[src/rtl/deep_sleep_pkg.sv]
// package: register map, field positions and timing constants of the deep sleep exit block
package deep_sleep_pkg;
   // ***************************************************
   // register byte offsets (apb, one word each)
   // ***************************************************
   localparam logic [7:0] OFF_RESET_CONTROL = 8'h00;   // reset_control_register
   localparam logic [7:0] OFF_SLEEP_CONTROL = 8'h04;   // deep_sleep_control_register
   localparam logic [7:0] OFF_WAKE_SOURCE = 8'h08;     // wake_source_register
   localparam logic [7:0] OFF_CONTEXT_A = 8'h0c;       // context_register_a
   localparam logic [7:0] OFF_CONTEXT_B = 8'h10;       // context_register_b
   localparam logic [7:0] OFF_IRQ_STATUS = 8'h14;      // sticky event status, write one to clear
   localparam logic [7:0] OFF_IRQ_MASK = 8'h18;        // event mask, same layout
   localparam logic [7:0] OFF_INT_ENABLE = 8'h1c;      // external interrupt enable and polarity
   // ***************************************************
   // field positions
   // ***************************************************
   localparam int BIT_EXIT_FLAG = 10;     // deep_sleep_exit_flag in reset control
   localparam int BIT_RELEASE = 0;        // release bit in sleep control
   localparam int BIT_BROWNOUT = 1;       // deep_sleep_brownout_flag in sleep control
   localparam int BIT_WATCHDOG_FLAG = 2;  // preserved watchdog flag in sleep control
   localparam int BIT_ENABLE = 15;        // deep_sleep_enable in sleep control
   localparam int BIT_INT_EN = 0;         // interrupt zero enable
   localparam int BIT_INT_POL = 1;        // interrupt zero polarity (1 = active high)
   // wake source bit order
   localparam int WAKE_POR = 0;
   localparam int WAKE_WDT = 1;
   localparam int WAKE_RTC = 2;
   localparam int WAKE_MASTER_CLEAR_PIN_N = 3;
   localparam int WAKE_EXTERNAL_INTERRUPT_ZERO_PIN = 4;
   localparam int NUM_WAKE = 5;
   // interrupt status bits
   localparam int EV_WAKE = 0;    // a deep sleep exit completed
   localparam int EV_ENTRY = 1;   // deep sleep was entered
   localparam int NUM_EV = 2;
   // ***************************************************
   // timing
   // ***************************************************
   localparam int CLOCK_MHZ = 125;
   localparam int POR_TIME_US = 64;  // power-on reset time, plain default
   localparam int POR_CYCLES = POR_TIME_US * CLOCK_MHZ;
   localparam logic [31:0] ZERO_WORD = 32'h0000_0000;

   typedef enum logic [1:0] {ST_RUN, ST_SLEEP, ST_POR} sleep_state_t;
   // wake inputs grouped together
   typedef struct packed {
      logic supplyPor;
      logic watchdogTimeout;
      logic rtcAlarm;
      logic masterClearPinN;
      logic extIntPin;
   } wake_in_t;
endpackage

[src/rtl/deep_sleep_wake_exit.sv]
// deep sleep exit controller with apb register access
//
// Functional notes
// - supply power-on reset wakes the device
// - watchdog timeout wakes the device
// - rtc alarm wakes only with rtc_enable set
// - low master clear pin wakes the device
// - enabled interrupt zero change wakes, polarity chosen
// - pending interrupts discarded on sleep entry
// - every exit acts as full power-on reset
// - rtc, context registers, watchdog flag preserved
// - wakes ignored until reset sequence finishes
// - wake resets, clears enable, restarts at vector
// - exit flag bit 10 set; software clears
// - wake cause recorded in wake source register
// - brownout during sleep sets sleep control bit 1
// - context registers retained during deep sleep
// - wake delay equals power-on reset time
// - outputs hold entry latch, inputs stay floating
`timescale 1ns/1ps
module deep_sleep_wake_exit
   import deep_sleep_pkg::*;
#(
   parameter int PIN_COUNT = 8,
   parameter int POR_COUNT = POR_CYCLES
) (
   input wire logic clock,
   input wire logic rst_n,
   // apb slave
   input wire logic psel,
   input wire logic penable,
   input wire logic pwrite,
   input wire logic [7:0] paddr,
   input wire logic [31:0] pwdata,
   output logic [31:0] prdata,
   output logic pready,
   output logic pslverr,
   // wake sources
   input wire wake_in_t wakeIn,
   input wire logic rtcEnable,
   input wire logic brownoutDetect,
   input wire logic sleepRequest,
   // interrupt requests pending in the core, cleared on entry
   input wire logic intPending,
   output logic intFlush,
   // device reset and status
   output logic deviceResetN,
   output logic rtcRunning,
   output logic irq,
   // gpio hold
   input wire logic [PIN_COUNT-1:0] pinDirectionBit,
   input wire logic [PIN_COUNT-1:0] outputLatchBit,
   output logic [PIN_COUNT-1:0] pinOut,
   output logic [PIN_COUNT-1:0] pinOe
);
   // ***************************************************
   // state and registers
   // ***************************************************
   sleep_state_t state_reg;               // sequencer state
   logic [31:0] porCount_reg;             // reset sequence counter
   logic exitFlag_reg;                    // deep_sleep_exit_flag
   logic release_reg;                     // release bit
   logic brownout_reg;                    // deep_sleep_brownout_flag
   logic watchdogFlag_reg;                // preserved watchdog flag
   logic enable_reg;                      // deep_sleep_enable
   logic [NUM_WAKE-1:0] wakeSource_reg;   // wake_source_register
   logic [31:0] contextA_reg;             // context_register_a
   logic [31:0] contextB_reg;             // context_register_b
   logic [NUM_EV-1:0] irqStatus_reg;      // sticky events
   logic [NUM_EV-1:0] irqMask_reg;        // event mask
   logic intEnable_reg;                   // interrupt zero enable
   logic intPolarity_reg;                 // interrupt zero polarity
   logic intArmed_reg;                    // enable latched at entry
   logic intPrev_reg;                     // interrupt pin last value
   logic intChanged_reg;                  // pin changed while asleep
   logic [PIN_COUNT-1:0] holdOut_reg;     // latch level at entry
   logic [PIN_COUNT-1:0] holdOe_reg;      // direction at entry

   // ***************************************************
   // bus decode
   // ***************************************************
   logic wrEn;
   logic rdEn;
   logic [NUM_WAKE-1:0] wakeHit;
   logic wakeAny;
   logic wake1clr;  // wake source read clears it
   logic wakeEvent;
   logic entryEvent;
   assign wrEn = psel && penable && pwrite;
   assign rdEn = psel && penable && !pwrite;
   assign wake1clr = rdEn && (paddr == OFF_WAKE_SOURCE);

   // wake qualification, only looked at in sleep state so late events drop out
   always_comb begin
      wakeHit = '0;
      wakeHit[WAKE_POR] = wakeIn.supplyPor;
      wakeHit[WAKE_WDT] = wakeIn.watchdogTimeout;
      wakeHit[WAKE_RTC] = wakeIn.rtcAlarm && rtcEnable;
      wakeHit[WAKE_MASTER_CLEAR_PIN_N] = !wakeIn.masterClearPinN;
      // level must match polarity and a change must have been seen asleep
      wakeHit[WAKE_EXTERNAL_INTERRUPT_ZERO_PIN] = intArmed_reg && (intChanged_reg || (wakeIn.extIntPin != intPrev_reg))
         && (wakeIn.extIntPin == intPolarity_reg);
   end
   assign wakeAny = |wakeHit;
   assign wakeEvent = (state_reg == ST_SLEEP) && wakeAny;
   assign entryEvent = (state_reg == ST_RUN) && enable_reg && sleepRequest;

   // ***************************************************
   // sequencer
   // ***************************************************
   // sleep, then a full reset sequence of por length before run resumes
   always_ff @(posedge clock) begin
      if (!rst_n) begin
         state_reg <= ST_RUN;
         porCount_reg <= ZERO_WORD;
      end else begin
         case (state_reg)
            ST_RUN: begin
               if (entryEvent) begin
                  state_reg <= ST_SLEEP;
               end
            end
            ST_SLEEP: begin
               if (wakeAny) begin
                  state_reg <= ST_POR;
                  porCount_reg <= ZERO_WORD;
               end
            end
            ST_POR: begin
               // wake delay is exactly the reset time
               if (porCount_reg == 32'(POR_COUNT - 1)) begin
                  state_reg <= ST_RUN;
               end else begin
                  porCount_reg <= porCount_reg + 32'h0000_0001;
               end
            end
            default: begin
               state_reg <= ST_RUN;
            end
         endcase
      end
   end

   // device reset held low through the reset sequence, core restarts at vector
   always_ff @(posedge clock) begin
      if (!rst_n) begin
         deviceResetN <= 1'b0;
      end else begin
         // low from the wake edge for exactly the reset time; rises as the last count is reached
         deviceResetN <= !(wakeEvent || ((state_reg == ST_POR) && (porCount_reg != 32'(POR_COUNT - 1))));
      end
   end

   // rtc never stopped by sleep or exit
   always_ff @(posedge clock) begin
      if (!rst_n) begin
         rtcRunning <= 1'b0;
      end else begin
         rtcRunning <= rtcEnable;
      end
   end

   // pending interrupts flushed as sleep is entered
   always_ff @(posedge clock) begin
      if (!rst_n) begin
         intFlush <= 1'b0;
      end else begin
         intFlush <= entryEvent && intPending;
      end
   end

   // ***************************************************
   // interrupt zero tracking
   // ***************************************************
   // arming is frozen at entry; a change must happen after entry
   always_ff @(posedge clock) begin
      if (!rst_n) begin
         intArmed_reg <= 1'b0;
         intPrev_reg <= 1'b0;
         intChanged_reg <= 1'b0;
      end else begin
         intPrev_reg <= wakeIn.extIntPin;
         if (entryEvent) begin
            intArmed_reg <= intEnable_reg;
            intChanged_reg <= 1'b0;
         end else if (state_reg == ST_SLEEP && wakeIn.extIntPin != intPrev_reg) begin
            intChanged_reg <= 1'b1;
         end else if (state_reg == ST_RUN) begin
            intArmed_reg <= 1'b0;
         end
      end
   end

   // ***************************************************
   // pin hold
   // ***************************************************
   // outputs keep the latch value of entry, inputs keep floating
   always_ff @(posedge clock) begin
      if (!rst_n) begin
         holdOut_reg <= '0;
         holdOe_reg <= '0;
         pinOut <= '0;
         pinOe <= '0;
      end else begin
         if (entryEvent) begin
            holdOut_reg <= outputLatchBit;
            holdOe_reg <= ~pinDirectionBit;
         end
         if (state_reg == ST_SLEEP) begin
            pinOut <= holdOut_reg;
            pinOe <= holdOe_reg;
         end else begin
            pinOut <= outputLatchBit;
            pinOe <= ~pinDirectionBit;
         end
      end
   end

   // ***************************************************
   // retained status and control
   // ***************************************************
   // these bits live in the always-on domain: the exit reset does not touch them
   always_ff @(posedge clock) begin
      if (!rst_n) begin
         exitFlag_reg <= 1'b0;
         wakeSource_reg <= '0;
         brownout_reg <= 1'b0;
         watchdogFlag_reg <= 1'b0;
         release_reg <= 1'b0;
         enable_reg <= 1'b0;
      end else begin
         // software clear, set below wins
         if (wrEn && paddr == OFF_RESET_CONTROL && !pwdata[BIT_EXIT_FLAG]) begin
            exitFlag_reg <= 1'b0;
         end
         if (wake1clr) begin
            wakeSource_reg <= '0;
         end
         if (wrEn && paddr == OFF_SLEEP_CONTROL) begin
            enable_reg <= pwdata[BIT_ENABLE];
            if (!pwdata[BIT_RELEASE]) begin
               release_reg <= 1'b0;
            end
            if (!pwdata[BIT_BROWNOUT]) begin
               brownout_reg <= 1'b0;
            end
         end
         if (entryEvent) begin
            release_reg <= 1'b1;      // status bit only; the pins are held just while asleep
         end
         if (state_reg == ST_SLEEP && brownoutDetect) begin
            brownout_reg <= 1'b1;
         end
         // only the first qualified event in sleep is captured
         if (wakeEvent) begin
            exitFlag_reg <= 1'b1;
            wakeSource_reg <= wakeHit;
            enable_reg <= 1'b0;
            watchdogFlag_reg <= wakeHit[WAKE_WDT];
         end
      end
   end

   // context registers written only by software, kept through sleep and exit
   always_ff @(posedge clock) begin
      if (!rst_n) begin
         contextA_reg <= ZERO_WORD;
         contextB_reg <= ZERO_WORD;
      end else begin
         if (wrEn && paddr == OFF_CONTEXT_A) begin
            contextA_reg <= pwdata;
         end
         if (wrEn && paddr == OFF_CONTEXT_B) begin
            contextB_reg <= pwdata;
         end
      end
   end

   // interrupt zero configuration; lost on the exit reset like other core state
   always_ff @(posedge clock) begin
      if (!rst_n || (state_reg == ST_POR)) begin
         intEnable_reg <= 1'b0;
         intPolarity_reg <= 1'b0;
      end else if (wrEn && paddr == OFF_INT_ENABLE) begin
         intEnable_reg <= pwdata[BIT_INT_EN];
         intPolarity_reg <= pwdata[BIT_INT_POL];
      end
   end

   // ***************************************************
   // interrupt status and mask
   // ***************************************************
   logic [NUM_EV-1:0] evSet;
   assign evSet = {entryEvent, (state_reg == ST_POR) && (porCount_reg == 32'(POR_COUNT - 1))};
   always_ff @(posedge clock) begin
      if (!rst_n) begin
         irqStatus_reg <= '0;
         irqMask_reg <= '0;
      end else begin
         // set beats a write-one clear in the same cycle
         if (wrEn && paddr == OFF_IRQ_STATUS) begin
            irqStatus_reg <= (irqStatus_reg & ~pwdata[NUM_EV-1:0]) | evSet;
         end else begin
            irqStatus_reg <= irqStatus_reg | evSet;
         end
         if (wrEn && paddr == OFF_IRQ_MASK) begin
            irqMask_reg <= pwdata[NUM_EV-1:0];
         end
      end
   end
   always_ff @(posedge clock) begin
      if (!rst_n) begin
         irq <= 1'b0;
      end else begin
         irq <= |(irqStatus_reg & irqMask_reg);
      end
   end

   // ***************************************************
   // apb read and answer
   // ***************************************************
   // answer in the first access cycle; unmapped reads zero with slverr
   always_ff @(posedge clock) begin
      if (!rst_n) begin
         prdata <= ZERO_WORD;
         pready <= 1'b0;
         pslverr <= 1'b0;
      end else begin
         pready <= psel && !penable;
         pslverr <= 1'b0;
         prdata <= ZERO_WORD;
         if (psel && !penable) begin
            if (paddr == OFF_RESET_CONTROL) begin
               prdata[BIT_EXIT_FLAG] <= exitFlag_reg;
            end else if (paddr == OFF_SLEEP_CONTROL) begin
               prdata[BIT_ENABLE] <= enable_reg;
               prdata[BIT_WATCHDOG_FLAG] <= watchdogFlag_reg;
               prdata[BIT_BROWNOUT] <= brownout_reg;
               prdata[BIT_RELEASE] <= release_reg;
            end else if (paddr == OFF_WAKE_SOURCE) begin
               prdata[NUM_WAKE-1:0] <= wakeSource_reg;
            end else if (paddr == OFF_CONTEXT_A) begin
               prdata <= contextA_reg;
            end else if (paddr == OFF_CONTEXT_B) begin
               prdata <= contextB_reg;
            end else if (paddr == OFF_IRQ_STATUS) begin
               prdata[NUM_EV-1:0] <= irqStatus_reg;
            end else if (paddr == OFF_IRQ_MASK) begin
               prdata[NUM_EV-1:0] <= irqMask_reg;
            end else if (paddr == OFF_INT_ENABLE) begin
               prdata[BIT_INT_EN] <= intEnable_reg;
               prdata[BIT_INT_POL] <= intPolarity_reg;
            end else begin
               pslverr <= 1'b1;
            end
         end
      end
   end
endmodule // deep_sleep_wake_exit

[config.mk]
export PLATFORM = sky130hd
export DESIGN_NAME = deep_sleep_wake_exit
export DESIGN_NICKNAME = d
export VERILOG_FILES = /design/src/rtl/deep_sleep_pkg.sv /design/src/rtl/deep_sleep_wake_exit.sv
export SDC_FILE = /design/constraint.sdc
export NUM_CORES = 1
export LEC_CHECK = 0
export BUFFER_PORTS_ARGS = -buffer_cell sky130_fd_sc_hd__buf_4
export CAP_MARGIN = 20
export CORE_MARGIN = 2
export CORE_UTILIZATION = 35
export CTS_BUF_LIST = sky130_fd_sc_hd__clkbuf_2
export DETAILED_ROUTE_END_ITERATION = 7
export SKIP_LAST_GASP = 1
export SLEW_MARGIN = 10
export SYNTH_ARGS = -nofsm -noshare
export SYNTH_HDL_FRONTEND = slang
export SYNTH_SLANG_ARGS = --single-unit
[constraint.sdc]
create_clock -name clock -period 2.33 [get_ports clock]
set_input_delay 0.5825 -clock clock [delete_from_list [all_inputs] [get_ports clock]]
set_output_delay 0.5825 -clock clock [all_outputs]
set_load 0.01 [all_outputs]
# Yosys cells after proc, flatten, opt, wreduce, memory -nomap -nowiden
# Cells that the tools add are included.
# Widths: inputs -> output; s select.
word_totals:
  regBits: 187
  output_inout_bits: 54
  elab_cells: 151
  input_bits: 70
op_classes:
  eq_ne: 20
  addsub: 1
  mux: 36
  bitwise_logic: 8
  reduce_logical: 55
ops:
  columns: ["op", "count"]
  rows:
  - ["$mux 32", 3]
  - ["$pmux 32 s2", 1]
  - ["$add 32x1->32 const B", 1]
  - ["$eq 32x13->1 const B", 1]
  - ["$eq 8x5->1 const B", 4]
  - ["$ne 32x13->1 const B", 1]
  - ["$mux 30", 1]
  - ["$logic_and 1x1->1", 24]
  - ["$mux 8", 3]
  - ["$eq 8x4->1 const B", 2]
  - ["$mux 2", 8]
  - ["$mux 5", 3]
  - ["$mux 1", 14]
  - ["$reduce_bool 2->1", 6]
  - ["$mux 11", 1]
  - ["$reduce_or 5->1", 2]
  - ["$reduce_or 9->1", 1]
  - ["$eq 8x3->1 const B", 1]
  - ["$logic_not 8->1", 1]
  - ["$ne 2x2->1 const B", 4]
  - ["$not 8->8", 1]
  - ["$reduce_and 2->1", 4]
  - ["$logic_not 1->1", 6]
  - ["$ne 2x1->1 const B", 3]
  - ["16 further kinds", 24]

# Logic depth before layout (Yosys ltp)
depth:
  ltp_word: 9
  depth_mapped: 8
  mapped_depth_nobuf: 7

# Worst setup path after synthesis
# Ideal clock, no wire load.
synth_timing:
  kind: "input to register"
  start: "input port paddr[7]"
  end: "register contextB_reg[1]"
  path_slack_ns: 0.197
  setup_ns: 0.132
  required_time_ns: 2.198
  arrival_time_ns: 2.001
  n_path_buf: 1
  path_stages: 7
  cell_sequence: "nor4_2 -> nand3_1 -> nor2_2 -> nand2_1 -> clkbuf_1 -> nand2_1 -> a21oi_1"
synth_via:
  elab_chain_cells: 2
synth_lines:
  columns: ["element", "line", "text"]
  rows:
  - ["from (decl)", "deep_sleep_wake_exit.sv:33", "input wire logic [7:0] paddr,"]
  - ["$eq 8x5->1", "deep_sleep_wake_exit.sv:273", "if (wrEn && paddr == OFF_CONTEXT_B) begin"]
  - ["$logic_and 1x1->1", "deep_sleep_wake_exit.sv:273", null]
  - ["to (signal assigned)", "deep_sleep_wake_exit.sv:274", "contextB_reg <= pwdata;"]
  - ["to (decl)", "deep_sleep_wake_exit.sv:68", "logic [31:0] contextB_reg;"]
# No other way between the ends.
# A chain may end at the register's enable or synchronous reset.

# Final worst setup path
layout_timing:
  start: "input port wakeIn[0] in the netlist's numbering"
  end: "register porCount_reg[9]"
layout_via:
  elab_chain_cells: 7
  word_cells_on_any_way: 8
  classes_between: "3 x eq/ne; 5 x reduce/logical"
layout_lines:
  columns: ["element", "line", "text"]
  rows:
  - ["from (decl)", "deep_sleep_wake_exit.sv:39", "input wire wake_in_t wakeIn,"]
  - ["$ne 1x1->1", "deep_sleep_wake_exit.sv:101", "wakeHit[WAKE_EXTERNAL_INTERRUPT_ZERO_PIN] = intArmed_reg && (intChanged_reg || (wakeIn.extIntPin != intPrev_re ..."]
  - ["$logic_or 1x1->1", "deep_sleep_wake_exit.sv:101", null]
  - ["$logic_and 1x1->1", "deep_sleep_wake_exit.sv:101", null]
  - ["$logic_and 1x1->1 *", "deep_sleep_wake_exit.sv:102", "&& (wakeIn.extIntPin == intPolarity_reg);"]
  - ["$reduce_or 5->1 *", "deep_sleep_wake_exit.sv:104", "assign wakeAny = |wakeHit;"]
  - ["$ne 2x2->1 (no line) *", null, null]
  - ["$reduce_and 3->1 (no line) *", null, null]
  - ["to (signal assigned)", "deep_sleep_wake_exit.sv:134", "porCount_reg <= porCount_reg + 32'h0000_0001;"]
  - ["to (decl)", "deep_sleep_wake_exit.sv:60", "logic [31:0] porCount_reg;"]
# Every way passes the cells marked *; elsewhere a longest branch is shown, timed or not.

==> results.md <==
- Status: finished, final reports clean
- VDD IR-drop max: between 0.2 and 0.25 mV
- Slowest cell on crit path: dlygate4sd3_1
- Via count: 6753
- Fillers: slightly above 2000
- Clk pwr share: approximately a third
- CP Data Required Time: ~3.1 ns
- Top Ports: ~120
- Vias per cell: slightly below 5
- Worst-Skew Late Latency: 0.78 ns
- Worst-path cell chain: dlygate4sd3_1 > buf_4 > o21bai_1 > o22ai_1 > a311oi_4 > buf_4 > and2_4 > buf_12 > or4_1 > a21oi_1
- Max-slew headroom: about three fifths
- LEAKAGE: approximately 0.0036 uW
- Top FF cell, synth: dfxtp_1
- Final hold violations: 0
- Post-synthesis cell count: between 800 and 900
- Worst path arrival time: approximately 3.0 ns
- First-pass GRT wire length: approximately 32 mm
- Largest net degree at the start of global routing: between 50 and 60
- Vert. Die Dim: ~150 um
- Vias in the first global route: 6439
- Sequential power share: 61.3%
- P&R area growth vs syn: 33.5%
- Asr flop ratio synth: 0%
- Pre-CTS setup slack: -0.165 ns
- # port buffers: 123
- Router iterations before antenna repair: 4
- Wire per inst: between 10 and 15 um
- Synth Area in Compound Gates: between 10% and 20%
- GRT overflow: 0
- Max-cap check violation count: 0
- Area of the multi-input gates: about 3300 um^2
- Total Routing Usage GR: 18.4%
- Core area: 20300 um^2
- TritonCTS Buffers: 17
- P_sw: about 1500 uW
- Proportion of layout cells with a drive suffix above 1: 21.8%
- Mean Syn Cell Area: 8.29 um^2
- Post-synthesis register bit count: ~190
- Width of the die: 148 um
- CTS tree: yes
- Sw Share: between 20 and 30%
- WS Path Type: in -> reg
- CTS HTree Levels: 4
- Num rows: 52
- Routed Wire Length: approximately 20 mm
- Unrepaired setup endpoints after global routing: no
- HP Class: in -> reg
- Crit. End Element: flop
- Critical path's most frequent cell: buf_4
- Final count of pins violating max slew: 0
- Pint: approximately 3800 uW
- Post-Synth Adder-Cell Area: 0.172%
- Clk buf depth: 2
- DRC viols: 0
- Post-synth EDFFs: 0
- Initial Utilization: about 36%
- Setup Viol. Count Final: 0
- Routability Congestion: ~0.83
- Worst setup SP type: primary input
- Sink Count: between 150 and 200
- Worst setup margin: approximately 0.09 ns
- Overall power: about 5300 uW
- Actual slew at the worst max-slew pin: just under 0.6 ns
- Mapped Nets: 947
- Top achievable clock speed: between 0.4 and 0.5 GHz
- XOR/XNOR Fraction of Synth Area: under 10%
- Critical path fanouts, max: 20
- Warning count from the yosys run: 0
- Delay of the slowest cell on the worst path: about 0.54 ns
- Antenna-violating nets left: 0
- # nets final: 1159
- Fin crit period: between 2 and 2.5 ns
- Post-Synth Simple-Gate Area: between 20% and 30%
- Antenna violations before repair: 1
- Post-synth cell types: 55
- Register area share after synthesis: between 50% and 60%
- Clk Tree Root Cell: clkbuf_2
- Iteration-0 DRC Markers: approximately 360
- Final Skew: 0.0353 ns
- Die area: 21900 um^2
- Placed Cells: 1286
- Synth Cell Area: 7260 um^2
- Mux cell area share after synthesis: 1.59%
- CTS clock-pin slew for the worst setup and hold paths: ~0.3 ns
- Fin crit share: approximately 96%
- Main combinational cell family by area after synthesis: simple AND/OR/NAND/NOR gates
- Final HPWL DP: about 13 mm
- Sequential cell area: approximately 3700 um^2
- Logic pwr share: under 10%
- Pwr per Cell Area: between 500 and 600 nW/um^2
- Fin cells: between 1000 and 1500
what timing repair did:
| action | 4_1_cts | 5_1_grt |
|---|---|---|
| hold buffers | 51 | 0 |
| gates resized for setup | 0 | 1 |
| setup buffers | 0 | 2 |
| setup endpoints to repair | 0 | 4 |
| hold endpoints to repair | 99 | 0 |
synthesized netlist by cell type (5+ instances only):
| library cell | n | area, um^2 |
|---|---|---|
| a22oi_1 | 29 | 218 |
| clkbuf_1 | 25 | 93.8 |
| mux2i_1 | 7 | 70.1 |
| nand2_1 | 209 | 785 |
| or3_1 | 10 | 62.6 |
| a2111oi_0 | 5 | 43.8 |
| dfxtp_1 | 187 | 3740 |
| xnor2_1 | 15 | 131 |
| and2_1 | 5 | 31.3 |
| nand3_1 | 19 | 95.1 |
| a21oi_1 | 114 | 571 |
| nor3_1 | 10 | 50.1 |
| a211oi_1 | 20 | 150 |
| nor2_1 | 90 | 338 |
| and3_1 | 12 | 75.1 |
| inv_1 | 7 | 26.3 |
| buf_2 | 19 | 95.1 |
| nand4_1 | 14 | 87.6 |
| o21ai_0 | 18 | 90.1 |
area by class of cell:
cell class | instances | share of cell area (%)
Sequential cell | 187 | 38.6
Multi-Input combinational cell | 631 | 33.8
Timing Repair Buffer | 243 | 21.0
Tap cell | 270 | 3.49
Clock inverter | 15 | 1.77
Clock buffer | 17 | 0.878
Inverter | 8 | 0.323
Antenna cell | 1 | 0.0258
power groups by stage:
stage | Clock (uW) | Sequential, uW | Combinational, uW
after floorplan | 0 | 3300 | 89.0
after global placement | 0 | 3290 | 297
final | 1680 | 3240 | 367
after detailed placement | 0 | 3290 | 296
after global routing | 1880 | 3250 | 398
after CTS | 1750 | 3240 | 366
routing by layer:
layer  vias to the layer above  global-route usage, %  part of all wire (%)
li1                       3445                      -                     -
met1                      3121                   24.7                    46
met2                       167                   30.5                    47
met3                        20                   3.30                   5.2
met4                         0                   4.86                   1.2
met5                         -                      0                     0
critical path: cells and delay by family:
kind / cells / cell delay [ns]
AND/OR/NAND/NOR: 2 / 0.66
AO/OA/AOI/OAI: 4 / 0.71
buffers and inverters: 4 / 1.00
layout by cell type (no fill, tap or decap), types with 3 or more instances in the layout:
cell type      netlist  routed
a2111oi_0            5       4
a211oi_1            20      20
a21oi_1            114     114
a22oi_1             29      29
and2_1               5       5
and3_1              12      12
buf_12               0       7
buf_4                2     185
clkbuf_2             0      17
clkinv_8             0       4
dfxtp_1            187     187
dlygate4sd3_1        0      51
inv_1                7       7
inv_6                0       5
mux2i_1              7       7
nand2_1            209     209
nand2b_1             4       4
nand3_1             19      19
nand4_1             14      14
nor2_1              90      90
nor3_1              10      10
nor4_1               3       3
o21ai_0             18      18
o21ai_1              3       3
o31ai_1              3       3
or3_1               10      10
or4_1                4       4
xnor2_1             15      15
final timing paths:
path / start / cells after the start / endpoint / slack, ns
worst max-delay path: wakeIn[0] / 10 / porCount_reg[9]$_SDFFE_PN0P_ / 0.09
worst min-delay path: rst_n / 3 / intEnable_reg$_SDFFE_PP0P_ / 0.08
worst max register to register: porCount_reg[1]$_SDFFE_PN0P_ / 8 / porCount_reg[9]$_SDFFE_PN0P_ / 0.18
worst min register to register: release_reg$_SDFFE_PN0P_ / 2 / prdata[0]$_SDFF_PP0_ / 0.45
cells by family after synthesis:
family	count (synthesis)
and+or+nand+nor	395
AOI/OAI and AO/OA	210
DFF	187
buffers and inverters	58
xor gates and xnor gates	16
muxes	9
adders and majority gates	1
per-stage QoR:
step / hold WS [ns] / setup TNS [ns] / utilization [%] / instance area (um^2)
global placement: 0.440 / -0.142 / 43.9 / 8910
detailed placement: 0.444 / -0.267 / 43.9 / 8910
global route: 0.0357 / 0 / 47.7 / 9690
finish: 0.0819 / 0 / 47.7 / 9690
CTS: 0.00916 / 0 / 47.7 / 9670
floorplan: 0.418 / 0 / - / 7260
(Power assumes the default switching activity.)
